File: config.mk
export PLATFORM = sky130hd
export DESIGN_NAME = rcr_config_regs
export DESIGN_NICKNAME = d
export VERILOG_FILES = /design/src/hw/rcr_pkg.sv /design/src/hw/rcr_config_regs.sv
export VERILOG_INCLUDE_DIRS = /design/src /design/src/hw
export SDC_FILE = /design/constraint.sdc
export NUM_CORES = 1
export LEC_CHECK = 0
export ABC_AREA = 1
export ABC_CLOCK_PERIOD_IN_PS = 1500
export BUFFER_PORTS_ARGS = -buffer_cell sky130_fd_sc_hd__buf_2
export CAP_MARGIN = 0
export CORE_MARGIN = 4
export CORE_UTILIZATION = 45
export DETAILED_ROUTE_END_ITERATION = 10
export GPL_TIMING_DRIVEN = 0
export PLACE_DENSITY = 0.7
export SYNTH_ARGS = -nofsm -noshare
export SYNTH_HDL_FRONTEND = slang
export SYNTH_SLANG_ARGS = --single-unit
File: constraint.sdc
create_clock -name ref_clk_in -period 1.5 [get_ports ref_clk_in]
set_clock_uncertainty 0.05 [all_clocks]
set_input_delay 0.3 -clock ref_clk_in [delete_from_list [all_inputs] [get_ports ref_clk_in]]
set_output_delay 0.3 -clock ref_clk_in [all_outputs]
set_load 0.01 [all_outputs]
File: src/hw/rcr_defs.svh
// Register offsets, field positions, reset values and sync depth for the repeater config bank.
// Included by the top module; holds definitions only.
`ifndef RCR_DEFS_SVH
`define RCR_DEFS_SVH

// ----------------------------------------------------------------------------
// Register offsets
// ----------------------------------------------------------------------------
`define RCR_OFS_SOFT_RESET    8'h00
`define RCR_OFS_POWER_DOWN    8'h01
`define RCR_OFS_PD_OVERRIDE   8'h02
`define RCR_OFS_PIN_OVERRIDE  8'h08
`define RCR_OFS_B0_IDLE_RATE  8'h0e
`define RCR_OFS_B0_BOOST      8'h0f
`define RCR_OFS_B0_SWING      8'h10

// ----------------------------------------------------------------------------
// Field positions
// ----------------------------------------------------------------------------
`define RCR_BIT_SOFT_RESET    0
`define RCR_BIT_PD_OVERRIDE   0
`define RCR_BIT_OVR_IDLE      4
`define RCR_BIT_OVR_RATE      2
`define RCR_BIT_IDLE_AUTO     5
`define RCR_BIT_IDLE_SEL      4
`define RCR_BIT_RATE_AUTO     1
`define RCR_BIT_RATE_SEL      0

// ----------------------------------------------------------------------------
// Reset values
// ----------------------------------------------------------------------------
`define RCR_RST_POWER_DOWN    8'h00
`define RCR_RST_PD_OVERRIDE   1'b0
`define RCR_RST_PIN_OVERRIDE  1'b0
`define RCR_RST_IDLE_RATE     1'b0
`define RCR_RST_BOOST         6'h20
`define RCR_RST_SWING         6'h03
`define RCR_RST_RDATA         8'h00

// ----------------------------------------------------------------------------
// Pin synchroniser depth
// ----------------------------------------------------------------------------
`define RCR_SYNC_STAGES       3

`endif

File: src/hw/rcr_pkg.sv
// Types shared by the repeater configuration bank and its users.
// Assumes the defs header is on the include path.
package rcr_pkg;

  // --------------------------------------------------------------------------
  // Receive boost field: enable, gain stage, boost level.
  // --------------------------------------------------------------------------
  typedef struct packed {
    logic       enable;
    logic [1:0] gain_stage_select;
    logic [2:0] boost_level_select;
  } rcr_boost_s;

  // Effective lane-B0 idle and rate controls.
  typedef struct packed {
    logic auto_idle;
    logic output_mute;
    logic auto_rate;
    logic rate_high;
  } rcr_lane_ctl_s;

endpackage

File: src/hw/rcr_config_regs.sv
// Configuration register bank of a multi-lane repeater, lane B0 controls.
// Assumes an SMBus byte engine on ref_clk_in delivers one-cycle read and write strobes.
//
// Overview of operation
// - Soft reset bit restores all register defaults.
// - Each power-down bit disables one channel.
// - Bits 7:4 side A, 3:0 side B.
// - Override bit decides power-down pin control.
// - Override bit 4 blocks the idle pin.
// - Override bit 2 blocks the rate pin.
// - Auto idle bit else forced idle select.
// - Forced idle: zero active, one muted.
// - Auto rate bit else forced rate select.
// - Boost field: enable, gain stage, level.
// - Boost field resets to bypass code.
// - Swing field resets to 600 mV code.
// - Write is address, register, data byte.
`timescale 1ns/100ps
`include "rcr_defs.svh"

module rcr_config_regs (
  input  wire logic                  ref_clk_in,
  input  wire logic                  resetn_in,
  input  wire logic                  serial_config_enable_in,
  input  wire logic                  power_down_pin_in,
  input  wire logic                  idle_pin_in,
  input  wire logic                  rate_pin_in,
  input  wire logic                  wr_strobe_in,
  input  wire logic                  rd_strobe_in,
  input  wire logic [7:0]            reg_addr_in,
  input  wire logic [7:0]            wr_data_in,
  output logic      [7:0]            rd_data_out,
  output logic      [7:0]            lane_power_down_out,
  output rcr_pkg::rcr_lane_ctl_s     b0_lane_ctl_out,
  output rcr_pkg::rcr_boost_s        b0_receive_boost_out,
  output logic      [5:0]            b0_output_swing_out
);

  // --------------------------------------------------------------------------
  // Pin synchronisers
  // --------------------------------------------------------------------------
  localparam int NPIN = 4;

  logic [NPIN-1:0] pin_raw;
  logic [NPIN-1:0] sync1_r, sync2_r, sync3_r, pin_r;
  logic [NPIN-1:0] pin_nxt;

  assign pin_raw = {rate_pin_in, idle_pin_in, power_down_pin_in, serial_config_enable_in};

  // A pin change is accepted only once the second and third stages agree.
  always_comb begin
    for (int i = 0; i < NPIN; i++) begin
      pin_nxt[i] = (sync2_r[i] == sync3_r[i]) ? sync3_r[i] : pin_r[i];
    end
  end

  // Three-stage chain plus the settled level.
  always_ff @(posedge ref_clk_in or negedge resetn_in) begin
    if (!resetn_in) begin
      sync1_r <= '0;
      sync2_r <= '0;
      sync3_r <= '0;
      pin_r   <= '0;
    end else begin
      sync1_r <= pin_raw;
      sync2_r <= sync1_r;
      sync3_r <= sync2_r;
      pin_r   <= pin_nxt;
    end
  end

  logic enable_ok, pd_pin, idle_pin, rate_pin;
  assign enable_ok = pin_r[0];
  assign pd_pin    = pin_r[1];
  assign idle_pin  = pin_r[2];
  assign rate_pin  = pin_r[3];

  // --------------------------------------------------------------------------
  // Register file
  // --------------------------------------------------------------------------
  logic [7:0]          power_down_r,  power_down_nxt;
  logic                pd_override_r, pd_override_nxt;
  logic                ovr_idle_r,    ovr_idle_nxt;
  logic                ovr_rate_r,    ovr_rate_nxt;
  logic                idle_auto_r,   idle_auto_nxt;
  logic                idle_sel_r,    idle_sel_nxt;
  logic                rate_auto_r,   rate_auto_nxt;
  logic                rate_sel_r,    rate_sel_nxt;
  rcr_pkg::rcr_boost_s boost_r,       boost_nxt;
  logic [5:0]          swing_r,       swing_nxt;
  logic [7:0]          rdata_r,       rdata_nxt;
  logic                wr_ok, rd_ok;

  assign wr_ok = wr_strobe_in && enable_ok;
  assign rd_ok = rd_strobe_in && enable_ok;

  // Next register values from bus writes and soft reset.
  always_comb begin
    power_down_nxt  = power_down_r;
    pd_override_nxt = pd_override_r;
    ovr_idle_nxt    = ovr_idle_r;
    ovr_rate_nxt    = ovr_rate_r;
    idle_auto_nxt   = idle_auto_r;
    idle_sel_nxt    = idle_sel_r;
    rate_auto_nxt   = rate_auto_r;
    rate_sel_nxt    = rate_sel_r;
    boost_nxt       = boost_r;
    swing_nxt       = swing_r;
    if (wr_ok) begin
      if (reg_addr_in == `RCR_OFS_SOFT_RESET) begin
        if (wr_data_in[`RCR_BIT_SOFT_RESET]) begin
          power_down_nxt  = `RCR_RST_POWER_DOWN;
          pd_override_nxt = `RCR_RST_PD_OVERRIDE;
          ovr_idle_nxt    = `RCR_RST_PIN_OVERRIDE;
          ovr_rate_nxt    = `RCR_RST_PIN_OVERRIDE;
          idle_auto_nxt   = `RCR_RST_IDLE_RATE;
          idle_sel_nxt    = `RCR_RST_IDLE_RATE;
          rate_auto_nxt   = `RCR_RST_IDLE_RATE;
          rate_sel_nxt    = `RCR_RST_IDLE_RATE;
          boost_nxt       = `RCR_RST_BOOST;
          swing_nxt       = `RCR_RST_SWING;
        end
      end else if (reg_addr_in == `RCR_OFS_POWER_DOWN) begin
        power_down_nxt = wr_data_in;
      end else if (reg_addr_in == `RCR_OFS_PD_OVERRIDE) begin
        pd_override_nxt = wr_data_in[`RCR_BIT_PD_OVERRIDE];
      end else if (reg_addr_in == `RCR_OFS_PIN_OVERRIDE) begin
        ovr_idle_nxt = wr_data_in[`RCR_BIT_OVR_IDLE];
        ovr_rate_nxt = wr_data_in[`RCR_BIT_OVR_RATE];
      end else if (reg_addr_in == `RCR_OFS_B0_IDLE_RATE) begin
        idle_auto_nxt = wr_data_in[`RCR_BIT_IDLE_AUTO];
        idle_sel_nxt  = wr_data_in[`RCR_BIT_IDLE_SEL];
        rate_auto_nxt = wr_data_in[`RCR_BIT_RATE_AUTO];
        rate_sel_nxt  = wr_data_in[`RCR_BIT_RATE_SEL];
      end else if (reg_addr_in == `RCR_OFS_B0_BOOST) begin
        boost_nxt = wr_data_in[5:0];
      end else if (reg_addr_in == `RCR_OFS_B0_SWING) begin
        swing_nxt = wr_data_in[5:0];
      end
    end
  end

  // Read data mux; unmapped offsets and reserved bits return zero.
  always_comb begin
    rdata_nxt = rdata_r;
    if (rd_ok) begin
      rdata_nxt = 8'h00;
      if (reg_addr_in == `RCR_OFS_POWER_DOWN) begin
        rdata_nxt = power_down_r;
      end else if (reg_addr_in == `RCR_OFS_PD_OVERRIDE) begin
        rdata_nxt[`RCR_BIT_PD_OVERRIDE] = pd_override_r;
      end else if (reg_addr_in == `RCR_OFS_PIN_OVERRIDE) begin
        rdata_nxt[`RCR_BIT_OVR_IDLE] = ovr_idle_r;
        rdata_nxt[`RCR_BIT_OVR_RATE] = ovr_rate_r;
      end else if (reg_addr_in == `RCR_OFS_B0_IDLE_RATE) begin
        rdata_nxt[`RCR_BIT_IDLE_AUTO] = idle_auto_r;
        rdata_nxt[`RCR_BIT_IDLE_SEL]  = idle_sel_r;
        rdata_nxt[`RCR_BIT_RATE_AUTO] = rate_auto_r;
        rdata_nxt[`RCR_BIT_RATE_SEL]  = rate_sel_r;
      end else if (reg_addr_in == `RCR_OFS_B0_BOOST) begin
        rdata_nxt = {2'h0, boost_r};
      end else if (reg_addr_in == `RCR_OFS_B0_SWING) begin
        rdata_nxt = {2'h0, swing_r};
      end
    end
  end

  // Register storage.
  always_ff @(posedge ref_clk_in or negedge resetn_in) begin
    if (!resetn_in) begin
      power_down_r  <= `RCR_RST_POWER_DOWN;
      pd_override_r <= `RCR_RST_PD_OVERRIDE;
      ovr_idle_r    <= `RCR_RST_PIN_OVERRIDE;
      ovr_rate_r    <= `RCR_RST_PIN_OVERRIDE;
      idle_auto_r   <= `RCR_RST_IDLE_RATE;
      idle_sel_r    <= `RCR_RST_IDLE_RATE;
      rate_auto_r   <= `RCR_RST_IDLE_RATE;
      rate_sel_r    <= `RCR_RST_IDLE_RATE;
      boost_r       <= `RCR_RST_BOOST;
      swing_r       <= `RCR_RST_SWING;
      rdata_r       <= `RCR_RST_RDATA;
    end else begin
      power_down_r  <= power_down_nxt;
      pd_override_r <= pd_override_nxt;
      ovr_idle_r    <= ovr_idle_nxt;
      ovr_rate_r    <= ovr_rate_nxt;
      idle_auto_r   <= idle_auto_nxt;
      idle_sel_r    <= idle_sel_nxt;
      rate_auto_r   <= rate_auto_nxt;
      rate_sel_r    <= rate_sel_nxt;
      boost_r       <= boost_nxt;
      swing_r       <= swing_nxt;
      rdata_r       <= rdata_nxt;
    end
  end

  // --------------------------------------------------------------------------
  // Effective lane controls
  // --------------------------------------------------------------------------
  logic [7:0]             lane_pd_r, lane_pd_nxt;
  rcr_pkg::rcr_lane_ctl_s ctl_r,     ctl_nxt;

  // Combine register settings with the pins that are not blocked.
  always_comb begin
    lane_pd_nxt = power_down_r | {8{pd_pin && !pd_override_r}};
    if (!ovr_idle_r) begin
      ctl_nxt.auto_idle   = idle_pin;
      ctl_nxt.output_mute = 1'b0;
    end else begin
      ctl_nxt.auto_idle   = idle_auto_r;
      ctl_nxt.output_mute = !idle_auto_r && idle_sel_r;
    end
    if (!ovr_rate_r) begin
      ctl_nxt.auto_rate = 1'b0;
      ctl_nxt.rate_high = rate_pin;
    end else begin
      ctl_nxt.auto_rate = rate_auto_r;
      ctl_nxt.rate_high = !rate_auto_r && rate_sel_r;
    end
  end

  // Output flops.
  always_ff @(posedge ref_clk_in or negedge resetn_in) begin
    if (!resetn_in) begin
      lane_pd_r <= '0;
      ctl_r     <= '0;
    end else begin
      lane_pd_r <= lane_pd_nxt;
      ctl_r     <= ctl_nxt;
    end
  end

  assign rd_data_out          = rdata_r;
  assign lane_power_down_out  = lane_pd_r;
  assign b0_lane_ctl_out      = ctl_r;
  assign b0_receive_boost_out = boost_r;
  assign b0_output_swing_out  = swing_r;

endmodule

==> results.sh, run 1 <==
export IMPL_outcome="complete, but fails checks"
export IMPL_violations="negative hold slack"
export IMPL_wirelength_met1_microns=2660
export IMPL_p_leak_uw=0.00177
export IMPL_die_x_microns=86.4
export IMPL_place_inst=424
export IMPL_synth_cell_types=27
export IMPL_grt_usage=0.172
export IMPL_port_buffers=55
export IMPL_finalSetupTns_ns=0
export IMPL_avgSynthCellArea_sq_um=9.40
export IMPL_cts_sinks=63
export IMPL_netSwitchingPower_uw=927
export IMPL_arrival_ns=1.02
export IMPL_synth_seq_area_share=0.572
export IMPL_fillerInstances=557
export IMPL_wl_met3_microns=272
export IMPL_tightest_slew_ns=0.754
export IMPL_setup_viol=0
export IMPL_synth_largest_area_cell="dfrtp_1"
export IMPL_cts_root_buf="clkbuf_8"
export IMPL_worst_setup_path_start_kind="flop"
export IMPL_antenna_cells=0
export IMPL_synth_area_leaders="dfrtp_1 (54%), nand2_1 (11%), inv_1 (3.5%)"
export IMPL_synth_fp_nets=318
export IMPL_switching_share=0.261
export IMPL_place_area_sq_mm=0.00313
export IMPL_antenna_found_initial=0
export IMPL_dr_pass1_iters=4
export IMPL_fin_nets=385
export IMPL_dieArea_sq_mm=0.00746
export IMPL_hpwl_microns=4370
export IMPL_worstSkewPairLatency_ns=0.33
export IMPL_post_cts_buffers=0
export IMPL_power_density_mw_per_mm2=1070
export IMPL_clockBufferDepth=2
export IMPL_grt_setup_unrepaired="false"
export IMPL_final_antenna_net_count=0
export IMPL_cap_violations=0
export IMPL_cts_buffers=9
export IMPL_clkSlewWorstSetupHoldPaths_ns=0.07
export IMPL_grt_ovfl_total=0
export IMPL_hold_violations=21
export IMPL_critPathMaxStageDelay_ns=0.56
export IMPL_syn_area_sq_mm=0.00276
export IMPL_instances_no_fill=441
export IMPL_crit_buf_inv=1
export IMPL_fin_crit_ns=1.37
export IMPL_fin_crit_sh=0.916
export IMPL_critPathSlowestCell="dfstp_2"
export IMPL_ys_ff_latch=63
export IMPL_ios=56
export IMPL_crit_path_max_fanout=3
export IMPL_grt_pass1_wl_microns=9830
export IMPL_cts_resized=0
export IMPL_routed_top_layer="met4"
export IMPL_met2_length_microns=2670
export IMPL_gp_congestion=0.793
export IMPL_end_kind="output pin"
export IMPL_vias=2134
export IMPL_area_growth_synth_to_final_pct=20.5
export IMPL_relSlewSlack=0.497
export IMPL_synthesis_yosys_warnings=0
export IMPL_viasPerCell=4.84
export IMPL_worst_setup_path_type="flop to output pin"
export IMPL_syn_inst=294
export IMPL_die_h_microns=86.4
export IMPL_drt_total_wl_microns=5760
export IMPL_p_int_uw=2630
export IMPL_fp_row_count=28
export IMPL_fmax_mhz=728
export IMPL_grt_max_degree=64
export IMPL_initial_core_util=0.464
export IMPL_power_frac_comb=0.103
export IMPL_power_uw=3550
export IMPL_timing_hold_ws_ns=-0.0206
export IMPL_cts_tree="done"
export IMPL_cts_hold_buf=1
export IMPL_drive_gt1_frac=0.331
export IMPL_cp_cell_sequence="buf_2"
export IMPL_drcViolationCount=0
export IMPL_crit_required_ns=1.15
export IMPL_crit_family="flip-flops"
export IMPL_htreeDepth=3
export IMPL_finalMaxSlewViolations=0
export IMPL_wl_per_cell_microns=13.0
export IMPL_peakVddDrop_mv=0.750
export IMPL_synth_top_area_share=0.543
export IMPL_coreArea_sq_mm=0.00596
export IMPL_design_area_sq_mm=0.00333
export IMPL_grt_pass1_vias=2126
export IMPL_drt_iter0_drc=85
export IMPL_hold_path_class="primary input to async pin"
export IMPL_clkPwrFrac=0.373
export IMPL_p_seq_frac=0.525
[through the flow]
step | setup WS (ns) | utilization
after floorplan | 0.155 | -
after global placement | -0.0964 | 0.526
after detailed placement | -0.125 | 0.526
after CTS | 0.107 | 0.558
after global routing | 0.0809 | 0.559
final | 0.126 | 0.559
[layer usage]
metal  vias to the layer above  GRT usage
met5                         -          0
met4                         0     0.0907
met3                        13     0.0371
met2                        52      0.259
met1                      1014      0.232
li1                       1055          -
[placed cells by master, fill, tap and decap left out, types with 4 or more instances in the layout]
master,n
a21oi_1,9
buf_2,55
buf_6,4
clkbuf_8,11
dfrtp_1,60
inv_1,26
inv_2,12
maj3_1,4
nand2_1,83
nand2_2,8
nand3_1,16
nor2_1,17
o21ai_0,8
o21ai_1,14
o21ai_2,6
[worst register-to-register path: stages, from the launching register on]
cell,delay (ns)
dfrtp_1,0.40
nand2_1,0.11
clkbuf_1,0.39
a21oi_1,0.07
a21oi_1,0.19
[layout make-up]
cell class | count | area (sq um) | share of cell area
Multi-Input combinational cell | 186 | 980 | 0.294
Tap cell | 75 | 93.8 | 0.0282
Clock buffer | 11 | 151 | 0.0455
Timing Repair Buffer | 56 | 288 | 0.0865
Buffer | 6 | 53.8 | 0.0162
Sequential cell | 63 | 1580 | 0.475
Inverter | 39 | 149 | 0.0447
Clock inverter | 5 | 32.5 | 0.00977
[flip-flops by register name (all words and copies together) (netlist names), 4 cells and up]
signal / cells
b0_lane_ctl_out: 4
b0_output_swing_out: 6
b0_receive_boost_out: 6
lane_power_down_out: 8
pin_r: 4
power_down_r: 8
rd_data_out: 8
sync1_r: 4
sync2_r: 4
sync3_r: 4
[power groups by stage]
stage / Clock (uW) / Combinational [uW] / Sequential [uW]
finish: 1320 / 365 / 1870
global route: 1430 / 415 / 1880
CTS: 1370 / 373 / 1870
detailed placement: 0 / 370 / 1900
global placement: 0 / 360 / 1900
floorplan: 0 / 165 / 1920
[path summary, 6_finish.rpt]
| path | startpoint | to | slack [ns] | depth (start not counted) |
|---|---|---|---|---|
| worst min register to register | sync1_r[3] | sync2_r[3] | 0.30 | 0 |
| worst max-delay path | b0_receive_boost_out[5] | b0_receive_boost_out[5] | 0.13 | 1 |
| max in group asynchronous | resetn_in | rd_data_out[6] | 0.92 | 1 |
| worst min-delay path | resetn_in | sync1_r[3] | -0.02 | 1 |
| min in group ref_clk_in | power_down_pin_in | sync1_r[1] | 0.02 | 1 |
| worst max register to register | pin_r[0] | rd_data_out[5] | 0.21 | 4 |
[logic make-up after synthesis]
logic type | after synthesis | share of synthesized area
DFF | 63 | 0.572
AOI/OAI and AO/OA | 40 | 0.0865
and+or+nand+nor | 142 | 0.254
adders and majority gates | 4 | 0.0145
buffers and inverters | 45 | 0.0734
[synth_stat cells, drive strengths merged]
| library cell | count |
|---|---|
| o21ai | 29 |
| nand2 | 95 |
| dfstp | 3 |
| o31ai | 2 |
| maj3 | 4 |
| or2 | 1 |
| a21oi | 9 |
| nand3 | 19 |
| nand4 | 3 |
| buf | 5 |
| clkbuf | 1 |
| nor2 | 24 |
| dfrtp | 60 |
| inv | 39 |
No activity file was read; power rests on OpenSTA's default activity.
==> run 2, diff against run 1 <==
--- a/config.mk
+++ b/config.mk
@@ -9,11 +9,12 @@
 export ABC_AREA = 1
 export ABC_CLOCK_PERIOD_IN_PS = 1500
-export BUFFER_PORTS_ARGS = -buffer_cell sky130_fd_sc_hd__buf_2
 export CAP_MARGIN = 0
 export CORE_MARGIN = 4
 export CORE_UTILIZATION = 45
 export DETAILED_ROUTE_END_ITERATION = 10
+export DONT_BUFFER_PORTS = 1
 export GPL_TIMING_DRIVEN = 0
-export PLACE_DENSITY = 0.7
+export HOLD_SLACK_MARGIN = 0.06
+export PLACE_DENSITY = 0.63
 export SYNTH_ARGS = -nofsm -noshare
 export SYNTH_HDL_FRONTEND = slang
==> constraint.sdc (replaced) <==
create_clock -name ref_clk_in -period 1.5 [get_ports ref_clk_in]
set_clock_uncertainty 0.05 [all_clocks]
set_input_delay 0.075 -clock ref_clk_in [delete_from_list [all_inputs] [get_ports ref_clk_in]]
set_output_delay 0.075 -clock ref_clk_in [all_outputs]
set_load 0.01 [all_outputs]
==> run 2 against run 1 <==
The run still ends with negative hold slack left. Global-route usage up 0.19 points. Worst hold slack worse by 0.60 ns. Clock power up 6%. Sequential power is 2% higher. Final cell count fell by 8.4%. Cell area down 2.6%. Sequential share of layout area grew 1.3 points.
==> results.sh, run 2 (synthesis results as in run 1) <==
export IMPL_area_growth_synth_to_final_pct=17.3
export IMPL_fin_crit_ns=1.46
export IMPL_final_antenna_net_count=0
export IMPL_crit_required_ns=1.73
export IMPL_final_cell_mix="nand2_1 (83), dfrtp_1 (60), inv_1 (26)"
export IMPL_drive_gt1_frac=0.207
export IMPL_crit_family="buffers and inverters"
export IMPL_hold_path_class="primary input to async pin"
export IMPL_relSlewSlack=0.670
export IMPL_cts_tree="done"
export IMPL_grt_max_degree=64
export IMPL_initial_core_util=0.464
export IMPL_crit_buf_inv=3
export IMPL_violations="negative hold slack"
export IMPL_clockBufferDepth=2
export IMPL_fin_nets=348
export IMPL_coreArea_sq_mm=0.00596
export IMPL_clkSlewWorstSetupHoldPaths_ns=0.07
export IMPL_vias=2003
export IMPL_antenna_cells=0
export IMPL_gp_congestion=0.808
export IMPL_drt_total_wl_microns=5870
export IMPL_arrival_ns=1.68
export IMPL_layout_commonest_cell="nand2_1"
export IMPL_wl_per_cell_microns=14.5
export IMPL_htreeDepth=3
export IMPL_grt_ovfl_total=0
export IMPL_setup_viol=0
export IMPL_met2_length_microns=2770
export IMPL_critPathSlowestCell="dlygate4sd3_1"
export IMPL_cts_buffers=9
export IMPL_crit_path_max_fanout=3
export IMPL_design_area_sq_mm=0.00324
export IMPL_place_area_sq_mm=0.00286
export IMPL_p_leak_uw=0.00162
export IMPL_cpMostUsedCell="dlygate4sd3_1"
export IMPL_fmax_mhz=687
export IMPL_port_buffers=0
export IMPL_critPathMaxStageDelay_ns=0.58
export IMPL_tightest_slew_ns=0.495
export IMPL_finalMaxSlewViolations=0
export IMPL_dieArea_sq_mm=0.00746
export IMPL_hpwl_microns=4400
export IMPL_cts_root_buf="clkbuf_8"
export IMPL_hold_violations=63
export IMPL_cp_cell_sequence="dlygate4sd3_1 > nor2_4 > nand3_2 > inv_1 > dlygate4sd3_1 > nand4_1 > nand2_1"
export IMPL_end_kind="flop"
export IMPL_antenna_found_initial=0
export IMPL_grt_pass1_wl_microns=9650
export IMPL_worst_setup_path_start_kind="primary input"
export IMPL_dr_pass1_iters=4
export IMPL_cap_violations=0
export IMPL_fin_crit_sh=0.971
export IMPL_place_inst=369
export IMPL_drt_iter0_drc=125
export IMPL_timing_hold_ws_ns=-0.622
export IMPL_outcome="complete, but fails checks"
export IMPL_instances_no_fill=404
export IMPL_wirelength_met1_microns=2570
export IMPL_worst_setup_path_type="primary input to flop"
export IMPL_die_h_microns=86.4
export IMPL_routed_top_layer="met4"
export IMPL_fp_row_count=28
export IMPL_drcViolationCount=0
export IMPL_cts_hold_buf=17
export IMPL_finalSetupTns_ns=0
export IMPL_wl_met3_microns=424
export IMPL_worstSkewPairLatency_ns=0.34
export IMPL_ios=56
export IMPL_cts_sinks=63
export IMPL_viasPerCell=4.96
export IMPL_grt_usage=0.174
export IMPL_grt_pass1_vias=2003
export IMPL_peakVddDrop_mv=0.785
export IMPL_die_x_microns=86.4
export IMPL_power_density_mw_per_mm2=1100
[run 2: cell types whose count changed in the layout (fill, tap and decap cells not counted), moves of 2 or more]
cell           before  now
dlygate4sd3_1       1   17
clkbuf_8           11    9
buf_2              55    1
clkinvlp_4          3    1
[run 2: repair_timing]
action                     CTS  global route
setup buffers                0             2
gates resized for setup      0             2
setup endpoints to repair    0             1
hold endpoints to repair    99            63
[run 2: path summary, 6_finish.rpt]
path,endpoint,slack [ns],from,cells after the start
worst max register to register,rd_data_out[5],0.20,pin_r[0],4
worst min register to register,sync2_r[1],0.30,sync1_r[1],0
worst max-delay path,pd_override_r,0.04,reg_addr_in[2],7
min in group ref_clk_in,pd_override_r,0.07,reg_addr_in[3],6
max in group asynchronous,b0_receive_boost_out[5],1.81,resetn_in,0
worst min-delay path,sync1_r[3],-0.62,resetn_in,0
[run 2: metal layers]
metal	up-vias	global-route usage
met5	-	0
met4	0	0.0807
met3	8	0.0637
met2	49	0.261
met1	962	0.223
li1	984	-
[run 2: area by class of cell]
class | count | area, sq um
timing repair buffer | 19 | 185
clock inverter | 6 | 61.3
buffer | 6 | 53.8
clock buffer | 10 | 128
fill | 550 | 2720
multi-input combinational | 186 | 990
sequential | 63 | 1580
tap | 75 | 93.8
inverter | 39 | 149
[run 2: metrics by stage]
step	total power (uW)	worst slack, ns	utilization	hold WS (ns)
6_report	3560	0.0436	0.544	-0.622
5_1_grt	3730	-0.0183	0.544	-0.649
4_1_cts	3600	0.0324	0.540	-0.646
3_5_place_dp	2150	0.198	0.480	-0.269
3_3_place_gp	2140	0.233	0.480	-0.269
2_1_floorplan	2090	0.380	-	-0.271
[run 2: power by group]
part / internal (uW) / switching (uW)
registers: 1810 / 103
clock network: 761 / 643
logic: 102 / 138
[run 2: worst register-to-register path, delay by kind of cell (launching register included)]
kind / cells / cell delay (ns)
flops: 1 / 0.40
simple gates: 1 / 0.11
compound gates: 2 / 0.25
buf+inv: 1 / 0.41
